$ cat src/emii_pkg.sv
// package for the external media-independent interface port
//------------------------------------------------------------
// Overview of operation
//------------------------------------------------------------
// Overview of operation
// [RULE1] phy supplies 25 or 2.5 MHz clocks; the phy model toggles both every 80 ns, giving 6.25 MHz
// [RULE2] phy accepts transmit nibble as line data
// [RULE3] transmit nibble zero when internal phy selected
// [RULE4] transmit enable only with valid nibble
// [RULE5] transmit enable zero when internal phy selected
// [RULE6] phy flags receive error within frame
// [RULE7] phy asserts collision on medium collision
// [RULE8] phy asserts carrier sense on carrier
// [RULE9] phy drives receive nibble data
// [RULE10] receive valid marks decoded nibbles exactly
// [RULE11] select one: management data pin bidirectional
// [RULE12] select one: drive management clock pin
// [RULE13] select zero: data released, clock low
// [RULE14] management data pin sampled as strap
// [RULE15] strap latched once after reset release
// [RULE16] transmit on tx clock, receive on rx clock
package emii_pkg;

    localparam int          NIBBLE_W      = 4;
    localparam logic [3:0]  NIBBLE_RESET  = 4'h0;
    localparam int          SYNC_STAGES   = 2;
    // cycles after reset release before the strap is captured
    localparam logic [1:0]  STRAP_DELAY   = 2'h3;

    typedef struct packed {
        logic                en;
        logic [NIBBLE_W-1:0] data;
    } emii_tx_t;

    typedef struct packed {
        logic                dv;
        logic                er;
        logic [NIBBLE_W-1:0] data;
    } emii_rx_t;

    typedef struct packed {
        logic crs;
        logic col;
    } emii_line_t;

endpackage : emii_pkg

$ cat src/emii_port.sv
// external media-independent interface port, mac side
`timescale 1ns/1ps
module emii_port
    import emii_pkg::*;
(
    // clock and reset
    input  wire logic                sys_clk,
    input  wire logic                nrst,
    // configuration
    input  wire logic                ext_phy_select,
    input  wire logic                mgmt_port_select,
    // mac transmit side
    input  wire logic                mac_tx_en,
    input  wire logic [NIBBLE_W-1:0] mac_txd,
    output logic                     mac_tx_take,
    // mac receive side
    output emii_rx_t                 mac_rx,
    output logic                     mac_rx_strobe,
    output emii_line_t               mac_line,
    // mac management side
    input  wire logic                mac_mdc,
    input  wire logic                mac_mdio_out,
    input  wire logic                mac_mdio_oe,
    output logic                     mac_mdio_in,
    output logic                     external_phy_present_strap,
    // mii pins
    input  wire logic                tx_clk,
    output logic [NIBBLE_W-1:0]      txd,
    output logic                     tx_en,
    input  wire logic                rx_clk,
    input  wire logic [NIBBLE_W-1:0] rxd,
    input  wire logic                rx_dv,
    input  wire logic                rx_er,
    input  wire logic                crs,
    input  wire logic                col,
    output logic                     mdc,
    input  wire logic                mdio_i,
    output logic                     mdio_o,
    output logic                     mdio_oe
);
    //------------------------------------------------------------
    // pin synchronisers
    //------------------------------------------------------------
    localparam int SW = 2 + 2 + NIBBLE_W + 3;
    logic [SW-1:0] sync_in;
    logic [SW-1:0] sync_out;
    logic          s_txclk, s_rxclk, s_dv, s_er, s_crs, s_col, s_mdio;
    logic [NIBBLE_W-1:0] s_rxd;

    assign sync_in = {tx_clk, rx_clk, rx_dv, rx_er, rxd, crs, col, mdio_i};

    emii_sync #(.W(SW)) u_sync (
        .sys_clk (sys_clk),
        .nrst    (nrst),
        .din     (sync_in),
        .dout    (sync_out)
    );

    assign {s_txclk, s_rxclk, s_dv, s_er, s_rxd, s_crs, s_col, s_mdio} = sync_out;

    //------------------------------------------------------------
    // clock edge detection
    //------------------------------------------------------------
    logic txclk_d, rxclk_d;
    logic tx_rise, rx_rise;

    // mii drives on rising tx clock; phy samples on the next rising edge
    assign tx_rise = s_txclk & ~txclk_d;
    // phy launches on falling rx clock, so rising edge sits mid-eye after sync delay
    assign rx_rise = s_rxclk & ~rxclk_d;

    always_ff @(posedge sys_clk or negedge nrst) begin
        if (!nrst) begin
            txclk_d <= 1'b0;
            rxclk_d <= 1'b0;
        end else begin
            txclk_d <= s_txclk;
            rxclk_d <= s_rxclk;
        end
    end

    //------------------------------------------------------------
    // transmit path
    //------------------------------------------------------------
    emii_tx_t tx_q, next_tx;

    always_comb begin
        next_tx = tx_q;
        if (!ext_phy_select) begin
            next_tx.en   = 1'b0;                  // [RULE5]
            next_tx.data = NIBBLE_RESET;          // [RULE3]
        end else if (tx_rise) begin               // [RULE16]
            next_tx.en   = mac_tx_en;             // [RULE4]
            next_tx.data = mac_tx_en ? mac_txd : NIBBLE_RESET;
        end
    end

    always_ff @(posedge sys_clk or negedge nrst) begin
        if (!nrst) begin
            tx_q <= '0;
        end else begin
            tx_q <= next_tx;
        end
    end

    assign txd         = tx_q.data;
    assign tx_en       = tx_q.en;
    // mac must hold its nibble until taken; stalls the mac at line rate
    assign mac_tx_take = ext_phy_select & tx_rise;

    //------------------------------------------------------------
    // receive path
    //------------------------------------------------------------
    emii_rx_t   rx_q, next_rx;
    emii_line_t line_q, next_line;
    logic       strobe_q, next_strobe;

    always_comb begin
        next_rx     = rx_q;
        next_strobe = 1'b0;
        next_line.crs = s_crs & ext_phy_select;   // [RULE8]
        next_line.col = s_col & ext_phy_select;   // [RULE7]
        if (ext_phy_select && rx_rise) begin      // [RULE16]
            next_rx.dv   = s_dv;                  // [RULE10]
            next_rx.er   = s_er;                  // [RULE6]
            next_rx.data = s_rxd;                 // [RULE9]
            next_strobe  = s_dv;
        end else if (!ext_phy_select) begin
            next_rx = '0;
        end
    end

    always_ff @(posedge sys_clk or negedge nrst) begin
        if (!nrst) begin
            rx_q     <= '0;
            line_q   <= '0;
            strobe_q <= 1'b0;
        end else begin
            rx_q     <= next_rx;
            line_q   <= next_line;
            strobe_q <= next_strobe;
        end
    end

    assign mac_rx        = rx_q;
    assign mac_line      = line_q;
    assign mac_rx_strobe = strobe_q;

    //------------------------------------------------------------
    // management pins
    //------------------------------------------------------------
    logic mdc_q, mdio_o_q, mdio_oe_q, mdio_in_q;
    logic next_mdc, next_mdio_o, next_mdio_oe, next_mdio_in;

    always_comb begin
        if (mgmt_port_select) begin
            next_mdc     = mac_mdc;               // [RULE12]
            next_mdio_o  = mac_mdio_out;          // [RULE11]
            next_mdio_oe = mac_mdio_oe;           // [RULE11]
            next_mdio_in = s_mdio;                // [RULE11]
        end else begin
            next_mdc     = 1'b0;                  // [RULE13]
            next_mdio_o  = 1'b0;
            next_mdio_oe = 1'b0;                  // [RULE13]
            next_mdio_in = 1'b0;
        end
    end

    always_ff @(posedge sys_clk or negedge nrst) begin
        if (!nrst) begin
            mdc_q     <= 1'b0;
            mdio_o_q  <= 1'b0;
            mdio_oe_q <= 1'b0;
            mdio_in_q <= 1'b0;
        end else begin
            mdc_q     <= next_mdc;
            mdio_o_q  <= next_mdio_o;
            mdio_oe_q <= next_mdio_oe;
            mdio_in_q <= next_mdio_in;
        end
    end

    assign mdc         = mdc_q;
    assign mdio_o      = mdio_o_q;
    assign mdio_oe     = mdio_oe_q;
    assign mac_mdio_in = mdio_in_q;

    //------------------------------------------------------------
    // strap capture
    //------------------------------------------------------------
    typedef enum logic [1:0] {
        ST_WAIT = 2'b01,
        ST_HELD = 2'b10
    } emii_strap_st_t;

    emii_strap_st_t strap_st, next_strap_st;
    logic [1:0]     strap_cnt, next_strap_cnt;
    logic           strap_q, next_strap;

    // waits for the synchroniser to fill before trusting the pin
    always_comb begin
        next_strap_st  = strap_st;
        next_strap_cnt = strap_cnt;
        next_strap     = strap_q;
        case (strap_st)
            ST_WAIT: begin
                if (strap_cnt == STRAP_DELAY) begin
                    next_strap    = s_mdio;       // [RULE14]
                    next_strap_st = ST_HELD;      // [RULE15]
                end else begin
                    next_strap_cnt = strap_cnt + 2'h1;
                end
            end
            ST_HELD: begin
                next_strap = strap_q;             // [RULE15]
            end
            default: begin
                next_strap_st  = ST_WAIT;
                next_strap_cnt = 2'h0;
            end
        endcase
    end

    always_ff @(posedge sys_clk or negedge nrst) begin
        if (!nrst) begin
            strap_st  <= ST_WAIT;
            strap_cnt <= 2'h0;
            strap_q   <= 1'b0;
        end else begin
            strap_st  <= next_strap_st;
            strap_cnt <= next_strap_cnt;
            strap_q   <= next_strap;
        end
    end

    assign external_phy_present_strap = strap_q;

endmodule : emii_port

$ cat src/emii_sync.sv
// two-flop synchroniser for a bundle of pin levels
`timescale 1ns/1ps
module emii_sync #(
    parameter int W = 1
) (
    // clock and reset
    input  wire logic         sys_clk,
    input  wire logic         nrst,
    // levels
    input  wire logic [W-1:0] din,
    output logic      [W-1:0] dout
);
    logic [W-1:0] meta;

    // meta is read only by the second stage
    always_ff @(posedge sys_clk or negedge nrst) begin
        if (!nrst) begin
            meta <= '0;
            dout <= '0;
        end else begin
            meta <= din;
            dout <= meta;
        end
    end
endmodule : emii_sync

$ cat config.mk
export PLATFORM = sky130hd
export DESIGN_NAME = emii_port
export DESIGN_NICKNAME = d
export VERILOG_FILES = /design/src/emii_pkg.sv /design/src/emii_port.sv /design/src/emii_sync.sv
export SDC_FILE = /design/constraint.sdc
export NUM_CORES = 1
export LEC_CHECK = 0
export BUFFER_PORTS_ARGS = -buffer_cell sky130_fd_sc_hd__buf_2
export CAP_MARGIN = 40
export CORE_MARGIN = 3
export CORE_UTILIZATION = 41
export DETAILED_ROUTE_END_ITERATION = 12
export MAX_ROUTING_LAYER = met4
export PLACE_DENSITY = 0.65
export SETUP_SLACK_MARGIN = 0.1
export SLEW_MARGIN = 10
export SYNTH_ARGS = -nofsm -noshare
export SYNTH_HDL_FRONTEND = slang
export SYNTH_SLANG_ARGS = --single-unit
$ cat constraint.sdc
create_clock -name sys_clk -period 1.91 [get_ports sys_clk]
set_input_delay 0.2865 -clock sys_clk [delete_from_list [all_inputs] [get_ports sys_clk]]
set_output_delay 0.2865 -clock sys_clk [all_outputs]
set_load 0.01 [all_outputs]
### After elaboration in Yosys (flattened, before gate mapping)

Cells that the tools add are included.

* register bits: 47
* word-level logic and storage cells: 53
* input port bits: 23
* output and inout port bits: 20

* bitwise gates (word level): 8
* add/sub/neg operators: 1
* reductions and logical operators: 4
* multiplexer cells: 14
* eq/ne operators: 7

Operators with widths (number)
* 6-bit two-way mux: 2
* 5-bit two-way mux: 2
* 2-bit case mux with 2 select lines: 2
* 2-bit AND reduction: 3
* 1-bit bitwise AND: 5
* 1-bit two-way mux: 5
* 2-bit == test, second input constant: 2
* 2-bit two-way mux: 2
* 4-bit two-way mux: 1
* 2-bit by 1-bit inequality test with 1-bit output, second input constant: 2
* 2-bit inequality test, second input constant: 2
* 1-bit inverter: 3
* 2-bit by 1-bit adder with 2-bit output, second input constant: 1
* 2-bit by 1-bit == test with 1-bit output, second input constant: 1
* 1-bit logical AND: 1

### Logic depth before layout (Yosys ltp)

Gate-level depths: netlist of run 1.

* depth in word-level cells: 4
* gate-level depth with buffers: 4
* gate-level depth less buffers: 3

### Hierarchy

A second synthesis of run 1 with hierarchy kept.

* cell total of the unflattened synthesis: 99
* area, all modules: 1544.0 um^2

Modules (own cells, without submodules)
* emii_port: area an instance 993.5 um^2, times used 1, seq. area each 626.9 um^2, cells each 77
* emii_sync: area an instance 550.5 um^2, times used 1, seq. area each 550.5 um^2, cells each 22

### Worst setup path after synthesis of run 1

Ideal clock, no wire load.

* path type: register -> register
* start: register strap_cnt[0]
* end: register strap_cnt[1]
* path buffers: 0
* setup time: 0.121 ns
* data required time: 1.789 ns
* slack: 0.677 ns
* arrival: 1.112 ns
* cell stages (with the launch flop): 4
* period minus slack after synthesis: 1.233 ns
* cell sequence: dfrtp_1 > ha_1 > mux2_4 > a22o_1

* cells in the longest elaborated chain, start to end: 3
* elaborated cells on any way between the ends: 6
* those cells by class: 1 x add/sub; 2 x eq/ne; 2 x mux; 1 x reduce/logical

RTL lines
* start: declaration: line emii_port.sv:197 `logic [1:0] strap_cnt, next_strap_cnt;`
* start signal: assignment: line emii_port.sv:231 `strap_cnt <= next_strap_cnt;`
* 2-bit by 1-bit adder with 2-bit output / 2-bit == test (equally long branches): line emii_port.sv:211, emii_port.sv:207
* 2-bit two-way mux / 2-bit inequality test (equally long branches)
* 2-bit case mux with 2 select lines / 2-bit AND reduction (equally long branches)

Several ways; a longest one is shown, not always the timed one. The select of a mux whose other input is x is not followed.
A chain may end at the register's enable or synchronous reset.

### Worst setup path after layout of run 1

* start: register u_sync.dout[10]
* end: output port mac_tx_take

* cells in the longest elaborated chain, start to end: 2

RTL lines
* start: declaration: line emii_sync.sv:11 `output logic [W-1:0] dout`
* start signal: assignment: line emii_sync.sv:22 `dout <= meta;`
* 1-bit bitwise AND: line emii_port.sv:68 `assign tx_rise = s_txclk & ~txclk_d;`
* 1-bit bitwise AND: line emii_port.sv:109 `assign mac_tx_take = ext_phy_select & tx_rise;`
* end: declaration: line emii_port.sv:15 `output logic mac_tx_take,`

Every way passes these cells.

==> summary.txt, run 1 <==
Status
  – Outcome: finished, final reports clean

Floorplanning
  – Vert. Die Dim: 67.4 um
  – Core area: around 3500 um^2
  – Initial cell density of the core: between 40 and 50%
  – Die Width: around 67 um
  – Floorplan die area: about 4500 um^2
  – Ports: 43
  – Total number of placement rows: 21

Final layout
  – Area Overhead vs Synth: 24.6%
  – Fraction of final layout cells sized beyond drive strength 1: roughly 39%
  – Area of all placed cells without fillers: between 1500 and 2000 um^2
  – Number of nets in the final layout: about 170
  – Fillers: approximately 300
  – Final core utilization: between 50% and 60%
  – Number of antenna diodes: 0

Synth
  – Number of distinct library cells after synthesis: 22
  – Cell types with the largest area share after synthesis: dfrtp_1 75%, mux2i_1 3.9%, and2_1 2.8%
  – Library cell occupying the most area in the post-synthesis netlist: dfrtp_1
  – Most used flip-flop cell after synthesis: dfrtp_1
  – Netlist Area Pre-Place: about 1500 um^2
  – Sequential-to-total area share from yosys stat: 76.3%
  – Yosys warning count: 0
  – Largest family of logic cells by synthesized area: simple AND/OR/NAND/NOR gates
  – Synthesized-area fraction occupied by adder cells: 0.810%
  – Async SR Flop Fraction: 100%
  – Post-Syn Area per Cell: around 16 um^2
  – Most used standard cell by instance count after synthesis: dfrtp_1
  – Xor-xnor portion of the synthesized cell area: 0.567%
  – Synthesized netlist net count: 123
  – Flops & latches, synth: 47
  – Mux cell area share after synthesis: between 5 and 6%
  – Synthesized-area fraction occupied by ao, oa, aoi and oai cells: 3.89%
  – Fraction of synthesized cell area taken by the top area cell type: roughly 75%
  – Number of enable flip-flop cells after synthesis: 0
  – Simple-gate share of the synthesized area: a little under an eighth
  – Most common library cells after synthesis: 46 x dfrtp_1, 7 x and2_1, 7 x nand2_1, 6 x mux2i_1, 6 x nor2b_1
  – Post-Syn Instances: 99

STA
  – Final worst setup slack: approximately 0.40 ns
  – Finish-stage setup viols: 0
  – Setup TNS: 0 ns
  – Crit share post-route: 79.1%
  – Worst clock skew on the final layout: around 0.011 ns
  – Transition time of the tightest slew-check pin: between 0.4 and 0.5 ns
  – Worst hold margin: around 0.086 ns
  – Number of hold violations in the final report: 0
  – Min Clock Period, post-route: between 1.5 and 2 ns
  – Normalized max-slew margin: between 60 and 70%
  – Final number of max-transition violations: 0
  – Fmax: roughly 660 MHz
  – Unrepaired setup endpoints after global routing: false

Drt
  – Final Routed Wirelength: approximately 2.5 mm
  – Met2 wire length: 1.18 mm
  – Post-detailed-route count of antenna-violating nets: 0
  – Wl on met1: ~1.1 mm
  – Total via count in the routed design: 884
  – Max layer used: met4
  – DRC violation count after routing: 0
  – DR WL met3: between 200 and 250 um
  – Initial DRT Pass Iterations: 2
  – Number of violations reported at the end of detailed-routing iteration 0: 54
  – Wire length per cell after detailed routing: 12.7 um
  – Mean number of vias per cell: between 4 and 5

Placed design
  – Final HPWL from detailed placement: around 1.9 mm
  – Final weighted congestion in routability-driven placement: 0.710
  – Instance area at placement: around 1800 um^2
  – Post-placement setup slack: roughly 0.61 ns
  – Count of input and output buffers: 42

Power and ir drop
  – Static leakage: 0.970 nW
  – Peak supply drop: a little over 0.0006 V
  – Total power divided by cell area: between 900 and 1000 nW/um^2

Setup path
  – Worst Path Max Fanout: 6
  – Critical path class: flip-flop to output pin
  – Delay contributed by the slowest stage of the critical path: ~0.41 ns
  – Critical path capture point type: output pin
  – Worst-path cell with the longest stage delay: dfrtp_1
  – Required time reported for the critical path endpoint: between 1.5 and 2 ns
  – Worst reg2reg setup slack: slightly below 0.6 ns
  – Crit start category: flip-flop
  – Arrival time at the worst endpoint: around 1.2 ns
  – Critical-path cell list: and2b_1 -> and2_1 -> buf_2

Clock network
  – Buffer cell driving the clock tree root: clkbuf_8
  – Maximum number of buffers from clock root to sink: 2
  – H-tree depth reported by CTS: 2
  – TritonCTS Buffers: 5
  – Clk sinks: 47
  – TritonCTS clock tree: done
  – Source-to-sink clock delay at the later pin of the worst-skew pair: 0.30 ns
  – Post-CTS clock slew at the launch and capture registers of the worst setup and hold paths: 0.09 ns

Hold path
  – Class of the most critical hold timing path: input pin to flip-flop

Run
  – Max_cap viols: 0

GRT
  – Largest net degree at the start of global routing: 24
  – Antenna violations before repair: 0
  – First-pass GRT wire length: approximately 4.3 mm
  – Number of global-route vias before repair: around 900
  – Combined global-route utilization of all metal layers: approximately 14%
  – Grt ovf: 0
per-stage QoR:
step           power [mW]  cells
6_report             1.78    196
3_3_place_gp         1.18    187
3_5_place_dp         1.19    187
5_1_grt              1.88    196
2_1_floorplan        1.11     99
4_1_cts              1.81    196
final cells by class:
class / count / area (um^2) / area share [%]
clock inverter: 2 / 16.3 / 0.845
clock buffer: 6 / 82.6 / 4.29
tap: 46 / 57.6 / 2.99
sequential: 47 / 1180 / 61.2
multi-input combinational: 49 / 352 / 18.3
inverter: 1 / 3.75 / 0.195
timing repair buffer: 45 / 235 / 12.2
worst paths after layout:
| path | start | end | cells past startpoint |
|---|---|---|---|
| max in group asynchronous | nrst | strap_st[0] | 3 |
| hold reg to reg | u_sync.meta[10] | u_sync.dout[10] | 0 |
| setup reg to reg | strap_cnt[0] | strap_cnt[1] | 3 |
| min in group asynchronous | nrst | mac_line[1] | 2 |
| hold / removal | rxd[2] | u_sync.meta[5] | 1 |
| setup / recovery | u_sync.dout[10] | mac_tx_take | 3 |
metal layers:
| layer | track usage, % | up-vias |
|---|---|---|
| li1 | - | 419 |
| met1 | 16.4 | 424 |
| met2 | 20.5 | 37 |
| met3 | 6.49 | 4 |
| met4 | 5.32 | 0 |
| met5 | - | - |
flip-flops by register name, summed over array words and instances, names as in the netlist, 2 cells and up:
| signal | cells |
|---|---|
| mac_line | 2 |
| mac_rx | 6 |
| strap_cnt | 2 |
| strap_st | 2 |
| txd | 4 |
| u_sync.dout | 11 |
| u_sync.meta | 11 |
worst max-delay path: cells and delay by family (launching register included):
kind	cells	cell delay, ns
buffers and inverters	1	0.13
DFF	1	0.41
and+or+nand+nor	2	0.39
cells by family (layout without fill, tap and decap cells):
logic type / after synthesis / after routing
buffers and inverters: 3 / 54
AO/OA/AOI/OAI: 8 / 8
multiplexers: 8 / 8
AND/OR/NAND/NOR: 31 / 31
adder cells (fa/ha/maj): 1 / 1
XOR/XNOR: 1 / 1
flip-flops: 47 / 47
cell usage in the layout, fill, tap and decap left out, types with 2 or more instances in the layout:
cell type and instances:
nand2_1 7, buf_2 42, nor2b_1 6, and2_1 7, nand3_1 4, dfrtp_1 46
a22o_1 2, a21boi_1 5, buf_4 2, mux2i_1 6, clkbuf_8 6, nand2b_1 2
mux2_4 2
where the power goes:
group | internal [mW] | switching, mW
Clock | 0.295 | 0.323
Sequential | 1.04 | 0.0154
Combinational | 0.0515 | 0.0598
timing repair:
| action | CTS | global route |
|---|---|---|
| setup buffers | 0 | 0 |
| hold buffers | 1 | 0 |
| endpoints found under the hold margin | 21 | 0 |
| resized for setup | 0 | 0 |
Power figures use the tool's default switching activity.
==> inputs of run 2 (changes only) <==
ABC_AREA = 1   (was default)
clock period = 1.55 ns   (was 1.91 ns; I/O delays follow)
==> summary.txt, run 2 <==
Final layout
  – Commonest non-fill, non-tap cell in the layout: nand2_1
  – Area of all placed cells without fillers: 1920 um^2 (-0.13%)
  – Commonest non-fill, non-tap cells in the layout: 55 x nand2_1, 46 x dfrtp_1, 42 x buf_2
  – Number of nets in the final layout: 204 (+18%)
  – Fillers: 322 (+5.9%)
  – Fin cells: 227 (+16%)
  – Number of antenna diodes: 0 (unchanged)
  – Area Overhead vs Synth: 26.4%
  – Fraction of final layout cells sized beyond drive strength 1: 30.9% (-7.7 points)

Setup path
  – Critical-path cell list: inv_1 -> nand2_1 -> nor2_2 -> buf_2
  – Logic depth of the worst path, buffers included: 4 (+1)
  – Worst Path Max Fanout: 2 (-4)
  – Reg2Reg Depth: 4 (+1)
  – Delay contributed by the slowest stage of the critical path: 0.36 ns (-0.05 ns)
  – Arrival time at the worst endpoint: 1.01 ns (-0.21 ns)
  – Crit start category: flip-flop
  – Required time reported for the critical path endpoint: 1.32 ns (-0.30 ns)
  – Startpoint of the most critical register-to-register path: strap_cnt[0]
  – Cell family with most CP delay: flip-flops
  – Critical path class: flip-flop to output pin
  – Worst-path cell with the longest stage delay: dfrtp_1
  – Critical path capture point type: output pin
  – Crit path launch: txclk_d
  – Buffers plus inverters on the worst setup path: 2 (+1)

GRT
  – Largest net degree at the start of global routing: 25 (+4.2%)
  – First-pass GRT wire length: 4.21 mm (-1.1%)
  – Combined global-route utilization of all metal layers: 13.4% (-0.41 points)
  – Number of global-route vias before repair: 1011 (+11%)
  – Grt ovf: 0 (unchanged)
  – Antenna violations before repair: 0 (unchanged)

Drt
  – Wire length per cell after detailed routing: 10.5 um (-17%)
  – Mean number of vias per cell: 4.14 (-8.2%)
  – Final Routed Wirelength: 2.39 mm (-4.1%)
  – Number of violations reported at the end of detailed-routing iteration 0: 58 (+7.4%)
  – Post-detailed-route count of antenna-violating nets: 0 (unchanged)
  – DRC violation count after routing: 0 (unchanged)
  – Total via count in the routed design: 940 (+6.3%)
  – Initial DRT Pass Iterations: 4 (+2)

STA
  – Fmax: 802 MHz
  – Final number of max-transition violations: 0 (unchanged)
  – Finish-stage setup viols: 0 (unchanged)
  – Setup TNS: 0 ns (unchanged)
  – Crit share post-route: approximately 80%
  – Transition time of the tightest slew-check pin: 0.540 ns (+0.0479 ns)
  – Number of hold violations in the final report: 0 (unchanged)
  – Worst clock skew on the final layout: 0.00619 ns (-0.00456 ns)
  – Normalized max-slew margin: 64.0% (-3.2 points)
  – Min Clock Period, post-route: between 1 and 1.5 ns
  – Unrepaired setup endpoints after global routing: false

Floorplanning
  – Total number of placement rows: 21 (unchanged)
  – Floorplan die area: 4470 um^2 (-1.4%)
  – Ports: 43 (unchanged)
  – Initial cell density of the core: 44.2% (-0.35 points)
  – Die Width: 66.9 um (-0.71%)
  – Core area: 3440 um^2 (-0.76%)
  – Vert. Die Dim: 66.9 um (-0.71%)

Synth
  – Flops & latches, synth: 47 (unchanged)
  – Most common library cells after synthesis: 55 x nand2_1, 46 x dfrtp_1, 15 x inv_1, 4 x nor2_1
  – Netlist Area Pre-Place: 1520 um^2 (-1.5%)
  – Most used flip-flop cell after synthesis: dfrtp_1
  – Post-Syn Instances: 129 (+30%)
  – Most used standard cell by instance count after synthesis: nand2_1
  – Number of distinct library cells after synthesis: 13 (-41%)
  – Yosys warning count: 0 (unchanged)
  – Number of enable flip-flop cells after synthesis: 0 (unchanged)
  – Library cell occupying the most area in the post-synthesis netlist: dfrtp_1
  – Post-Syn Area per Cell: 11.8 um^2 (-24%)
  – Fraction of synthesized cell area taken by the top area cell type: 75.7% (+1.2 points)
  – Synthesized netlist net count: 153 (+24%)
  – Async SR Flop Fraction: 100% (unchanged)
  – Sequential-to-total area share from yosys stat: 77.4% (+1.2 points)
  – Cell types with the largest area share after synthesis: dfrtp_1 76%, nand2_1 14%, inv_1 3.7%

Power and ir drop
  – Total power divided by cell area: 1160 nW/um^2 (+25%)
  – Peak supply drop: 0.000667 V (+10%)
  – Overall Power: 2.23 mW (+25%)
  – Static leakage: 1.11 nW (+14%)

Hold path
  – Startpoint of the most critical hold path: rx_er
  – Number of instances on the worst hold path: 1 (unchanged)
  – Class of the most critical hold timing path: input pin to flip-flop

Clock network
  – TritonCTS clock tree: done
  – Source-to-sink clock delay at the later pin of the worst-skew pair: 0.29 ns (about the same)
  – H-tree depth reported by CTS: 2 (unchanged)
  – Maximum number of buffers from clock root to sink: 2 (unchanged)
  – Post-CTS clock slew at the launch and capture registers of the worst setup and hold paths: 0.08 ns (about the same)
  – TritonCTS Buffers: 5 (unchanged)
  – CTS resizes: 0 (unchanged)
  – Count of hold-fix buffers inserted at cts: 1 (unchanged)
  – Clk sinks: 47 (unchanged)
  – Number of buffers added for setup after CTS: 0 (unchanged)
  – Buffer cell driving the clock tree root: clkbuf_8

Placed design
  – Final weighted congestion in routability-driven placement: 0.680 (-4.3%)
  – Final HPWL from detailed placement: 1.81 mm (-4.5%)
  – Instance area at placement: 1810 um^2 (-0.41%)
  – Count of input and output buffers: 42 (unchanged)
  – Total placed cells including tap cells: 218 (+17%)

Status
  – Outcome: finished, final reports clean

Run
  – Max_cap viols: 0 (unchanged)
run 2: logic make-up after synthesis:
kind of cell               Yosys count  synth area share [%]
buffers and inverters               16                  3.95
adders and majority gates            1                 0.823
DFF                                 47                  77.4
AOI/OAI and AO/OA                    2                  1.40
and+or+nand+nor                     63                  16.4
run 2: where the power goes:
group          internal, mW  leakage [nW]  total (mW)  switching, mW
clock                 0.405        0.0505       0.781          0.376
sequential             1.28         0.568        1.30         0.0191
combinational        0.0591         0.488       0.145         0.0862
total                  1.75          1.11        2.23          0.481
run 2: final timing paths:
path	slack, ns	to
min	0.04	u_sync.meta[7]
max reg2reg	0.43	strap_cnt[0]
max	0.30	mac_tx_take
max in group asynchronous	0.59	u_sync.meta[2]
min in group asynchronous	0.45	u_sync.meta[7]
min reg2reg	0.35	u_sync.dout[2]
run 2: layout make-up:
| cell class | count | area (um^2) | share of cell area (%) |
|---|---|---|---|
| Sequential cell | 47 | 1180 | 61.3 |
| Tap cell | 46 | 57.6 | 2.99 |
| Timing Repair Buffer | 44 | 240 | 12.5 |
| Clock inverter | 1 | 7.51 | 0.391 |
| Multi-Input combinational cell | 66 | 283 | 14.7 |
| Inverter | 16 | 60.1 | 3.13 |
| Clock buffer | 7 | 96.3 | 5.01 |
run 2: metal layers:
metal	up-vias	global-route usage (%)	share of wire [%]
met5	-	-	0
met1	420	13.7	42
met2	34	22.8	49
li1	484	-	-
met3	2	5.23	7.8
met4	0	6.08	0.71
run 2: stage by stage:
step           setup slack (ns)  utilization, %  hold slack (ns)
2_1_floorplan             0.569               -          -0.0631
3_3_place_gp              0.548            52.5            0.231
3_5_place_dp              0.443            52.5            0.246
4_1_cts                   0.289            55.8           0.0233
5_1_grt                   0.192            55.8           0.0210
6_report                  0.303            55.8           0.0407
==> inputs of run 3 (changes only) <==
ABC_AREA = 0   (was 1)
clock period = 1.25 ns   (was 1.55 ns; I/O delays follow)
==> summary.txt, run 3 (synthesis gave the netlist of run 1 again) <==
Setup path
  – Worst reg2reg setup slack: 0.03 ns (-0.40 ns)
  – Arrival time at the worst endpoint: 1.14 ns (+0.13 ns)
  – Buffers plus inverters on the worst setup path: 1 (-1)
  – Reg-to-reg critical path endpoint: strap_cnt[1]
  – Crit start category: flip-flop
  – Worst-path cell with the longest stage delay: dfrtp_1
  – Worst Path Max Fanout: 2 (unchanged)
  – Reg2Reg Depth: 3 (-1)
  – Critical path class: flip-flop to output pin
  – Critical path capture point type: output pin
  – Crit path launch: u_sync.dout[10]
  – Required time reported for the critical path endpoint: 1.06 ns (-0.26 ns)
  – Critical-path cell list: and2b_2 -> and2_1 -> buf_2
  – Startpoint of the most critical register-to-register path: strap_cnt[1]
  – Cell family with most CP delay: flip-flops
  – Delay contributed by the slowest stage of the critical path: 0.38 ns (+0.02 ns)

Floorplanning
  – Vert. Die Dim: 67.4 um (+0.71%)
  – Initial cell density of the core: 44.5% (+0.35 points)
  – Die Width: 67.4 um (+0.71%)
  – Ports: 43 (unchanged)
  – Core area: 3470 um^2 (+0.76%)
  – Floorplan die area: 4540 um^2 (+1.4%)
  – Total number of placement rows: 21 (unchanged)

Power and ir drop
  – Total power divided by cell area: 1290 nW/um^2 (+11%)
  – Peak supply drop: 0.000715 V (+7.2%)
  – Static leakage: 1.05 nW (-5.4%)

STA
  – Transition time of the tightest slew-check pin: 0.358 ns (-0.182 ns)
  – Finish-stage setup viols: 1 (+1)
  – Number of hold violations in the final report: 0 (unchanged)
  – Crit share post-route: 106%
  – Fmax: 752 MHz
  – Unrepaired setup endpoints after global routing: true
  – Min Clock Period, post-route: ~1.3 ns
  – Setup TNS: -0.0806 ns (-0.0806 ns)
  – Final worst setup slack: -0.0806 ns (-0.383 ns)
  – Worst clock skew on the final layout: 0.00431 ns (-0.00188 ns)
  – Normalized max-slew margin: 76.1% (+12 points)
  – Final number of max-transition violations: 0 (unchanged)

Drt
  – Final Routed Wirelength: 2.55 mm (+6.5%)
  – Total via count in the routed design: 935 (-0.53%)
  – Number of violations reported at the end of detailed-routing iteration 0: 28 (-52%)
  – DRC violation count after routing: 0 (unchanged)
  – Initial DRT Pass Iterations: 5 (+1)
  – Post-detailed-route count of antenna-violating nets: 0 (unchanged)
  – Wire length per cell after detailed routing: 12.0 um (+14%)
  – Mean number of vias per cell: 4.41 (+6.5%)

Placed design
  – Post-placement setup slack: 0.0412 ns (-0.402 ns)
  – Final weighted congestion in routability-driven placement: 0.721 (+6.0%)
  – Final HPWL from detailed placement: 1.71 mm (-5.4%)
  – Count of input and output buffers: 42 (unchanged)

Clock network
  – Maximum number of buffers from clock root to sink: 2 (unchanged)
  – TritonCTS Buffers: 5 (unchanged)
  – Buffer cell driving the clock tree root: clkbuf_8
  – Clk sinks: 47 (unchanged)
  – Post-CTS clock slew at the launch and capture registers of the worst setup and hold paths: 0.08 ns (about the same)
  – Source-to-sink clock delay at the later pin of the worst-skew pair: 0.29 ns (about the same)
  – TritonCTS clock tree: done
  – H-tree depth reported by CTS: 2 (unchanged)

GRT
  – Number of global-route vias before repair: 931 (-7.9%)
  – Antenna violations before repair: 0 (unchanged)
  – First-pass GRT wire length: 4.11 mm (-2.3%)
  – Grt ovf: 0 (unchanged)
  – Largest net degree at the start of global routing: 34 (+36%)
  – Combined global-route utilization of all metal layers: 13.4% (about the same)

Hold path
  – Class of the most critical hold timing path: input pin to flip-flop
  – Startpoint of the most critical hold path: mac_mdio_out
  – Number of instances on the worst hold path: 2 (+1)
  – Worst Hold End: mdio_o

Final layout
  – Commonest non-fill, non-tap cells in the layout: 45 x dfrtp_1, 42 x buf_2, 12 x dlygate4sd3_1
  – Commonest non-fill, non-tap cell in the layout: dfrtp_1
  – Final core utilization: 60.7% (+4.8 points)
  – Area Overhead vs Synth: 36.3%
  – Number of antenna diodes: 0 (unchanged)
  – Fraction of final layout cells sized beyond drive strength 1: 41.0% (+10 points)
  – Number of nets in the final layout: 189 (-7.4%)

Status
  – Violated checks: setup timing
  – Outcome: complete, but fails checks

Run
  – Max_cap viols: 0 (unchanged)
run 3: changes by cell type in the layout (fill, tap and decap cells not counted), moves of 3 or more:
| cell | before | now |
|---|---|---|
| nand2_1 | 55 | 7 |
| inv_1 | 15 | 1 |
| and2_1 | 0 | 7 |
| nor2b_1 | 0 | 6 |
| mux2i_1 | 0 | 6 |
| nand3_1 | 1 | 4 |
| a21boi_1 | 0 | 5 |
| nor2_1 | 4 | 1 |
| dlygate4sd3_1 | 1 | 12 |
| buf_4 | 0 | 6 |
run 3: through the flow:
stage               power, mW  cells  cell area (um^2)  hold WS [ns]
finish                   2.72    212              2100         0.109
floorplan                1.70     99              1560        -0.108
global route             2.87    212              2100        0.0985
global placement         1.80    186              1830         0.109
detailed placement       1.81    186              1830         0.117
CTS                      2.78    211              2090        0.0904
run 3: worst max path at each step:
stage / end / slack, ns / cells after the start
floorplan: strap_cnt[1] / 0.08 / 3
global placement: strap_cnt[1] / 0.06 / 3
detailed placement: strap_cnt[1] / 0.04 / 3
CTS: mac_tx_take / -0.1 / 3
global route: mac_tx_take / -0.15 / 3
finish: mac_tx_take / -0.08 / 3
run 3: report_power, final:
part | total (mW) | switching [mW] | internal (mW) | leakage, nW
clock | 0.903 | 0.450 | 0.452 | 0.0484
combinational | 0.208 | 0.0975 | 0.110 | 0.430
sequential | 1.61 | 0.0222 | 1.58 | 0.569
total | 2.72 | 0.570 | 2.15 | 1.05
run 3: layout make-up:
class | count | area [um^2]
Clock buffer | 7 | 86.3
Clock inverter | 1 | 8.76
Fill cell | 287 | 1360
Inverter | 1 | 3.75
Multi-Input combinational cell | 49 | 374
Sequential cell | 47 | 1180
Tap cell | 46 | 57.6
Timing Repair Buffer | 61 | 395
run 3: layer usage:
layer	wire length [um]	track usage, %	vias to the layer above
li1	-	-	453
met1	1010	13.7	447
met2	1300	22.0	28
met3	176	5.66	7
met4	58	6.84	0
met5	0	-	-
run 3: timing repair:
| item | in CTS | in global routing |
|---|---|---|
| hold buffers | 12 | 0 |
| pin swaps | 2 | 1 |
| setup buffers | 5 | 1 |
| hold endpoints to repair | 24 | 0 |
| setup endpoints to repair | 3 | 10 |
| gates resized for setup | 1 | 4 |
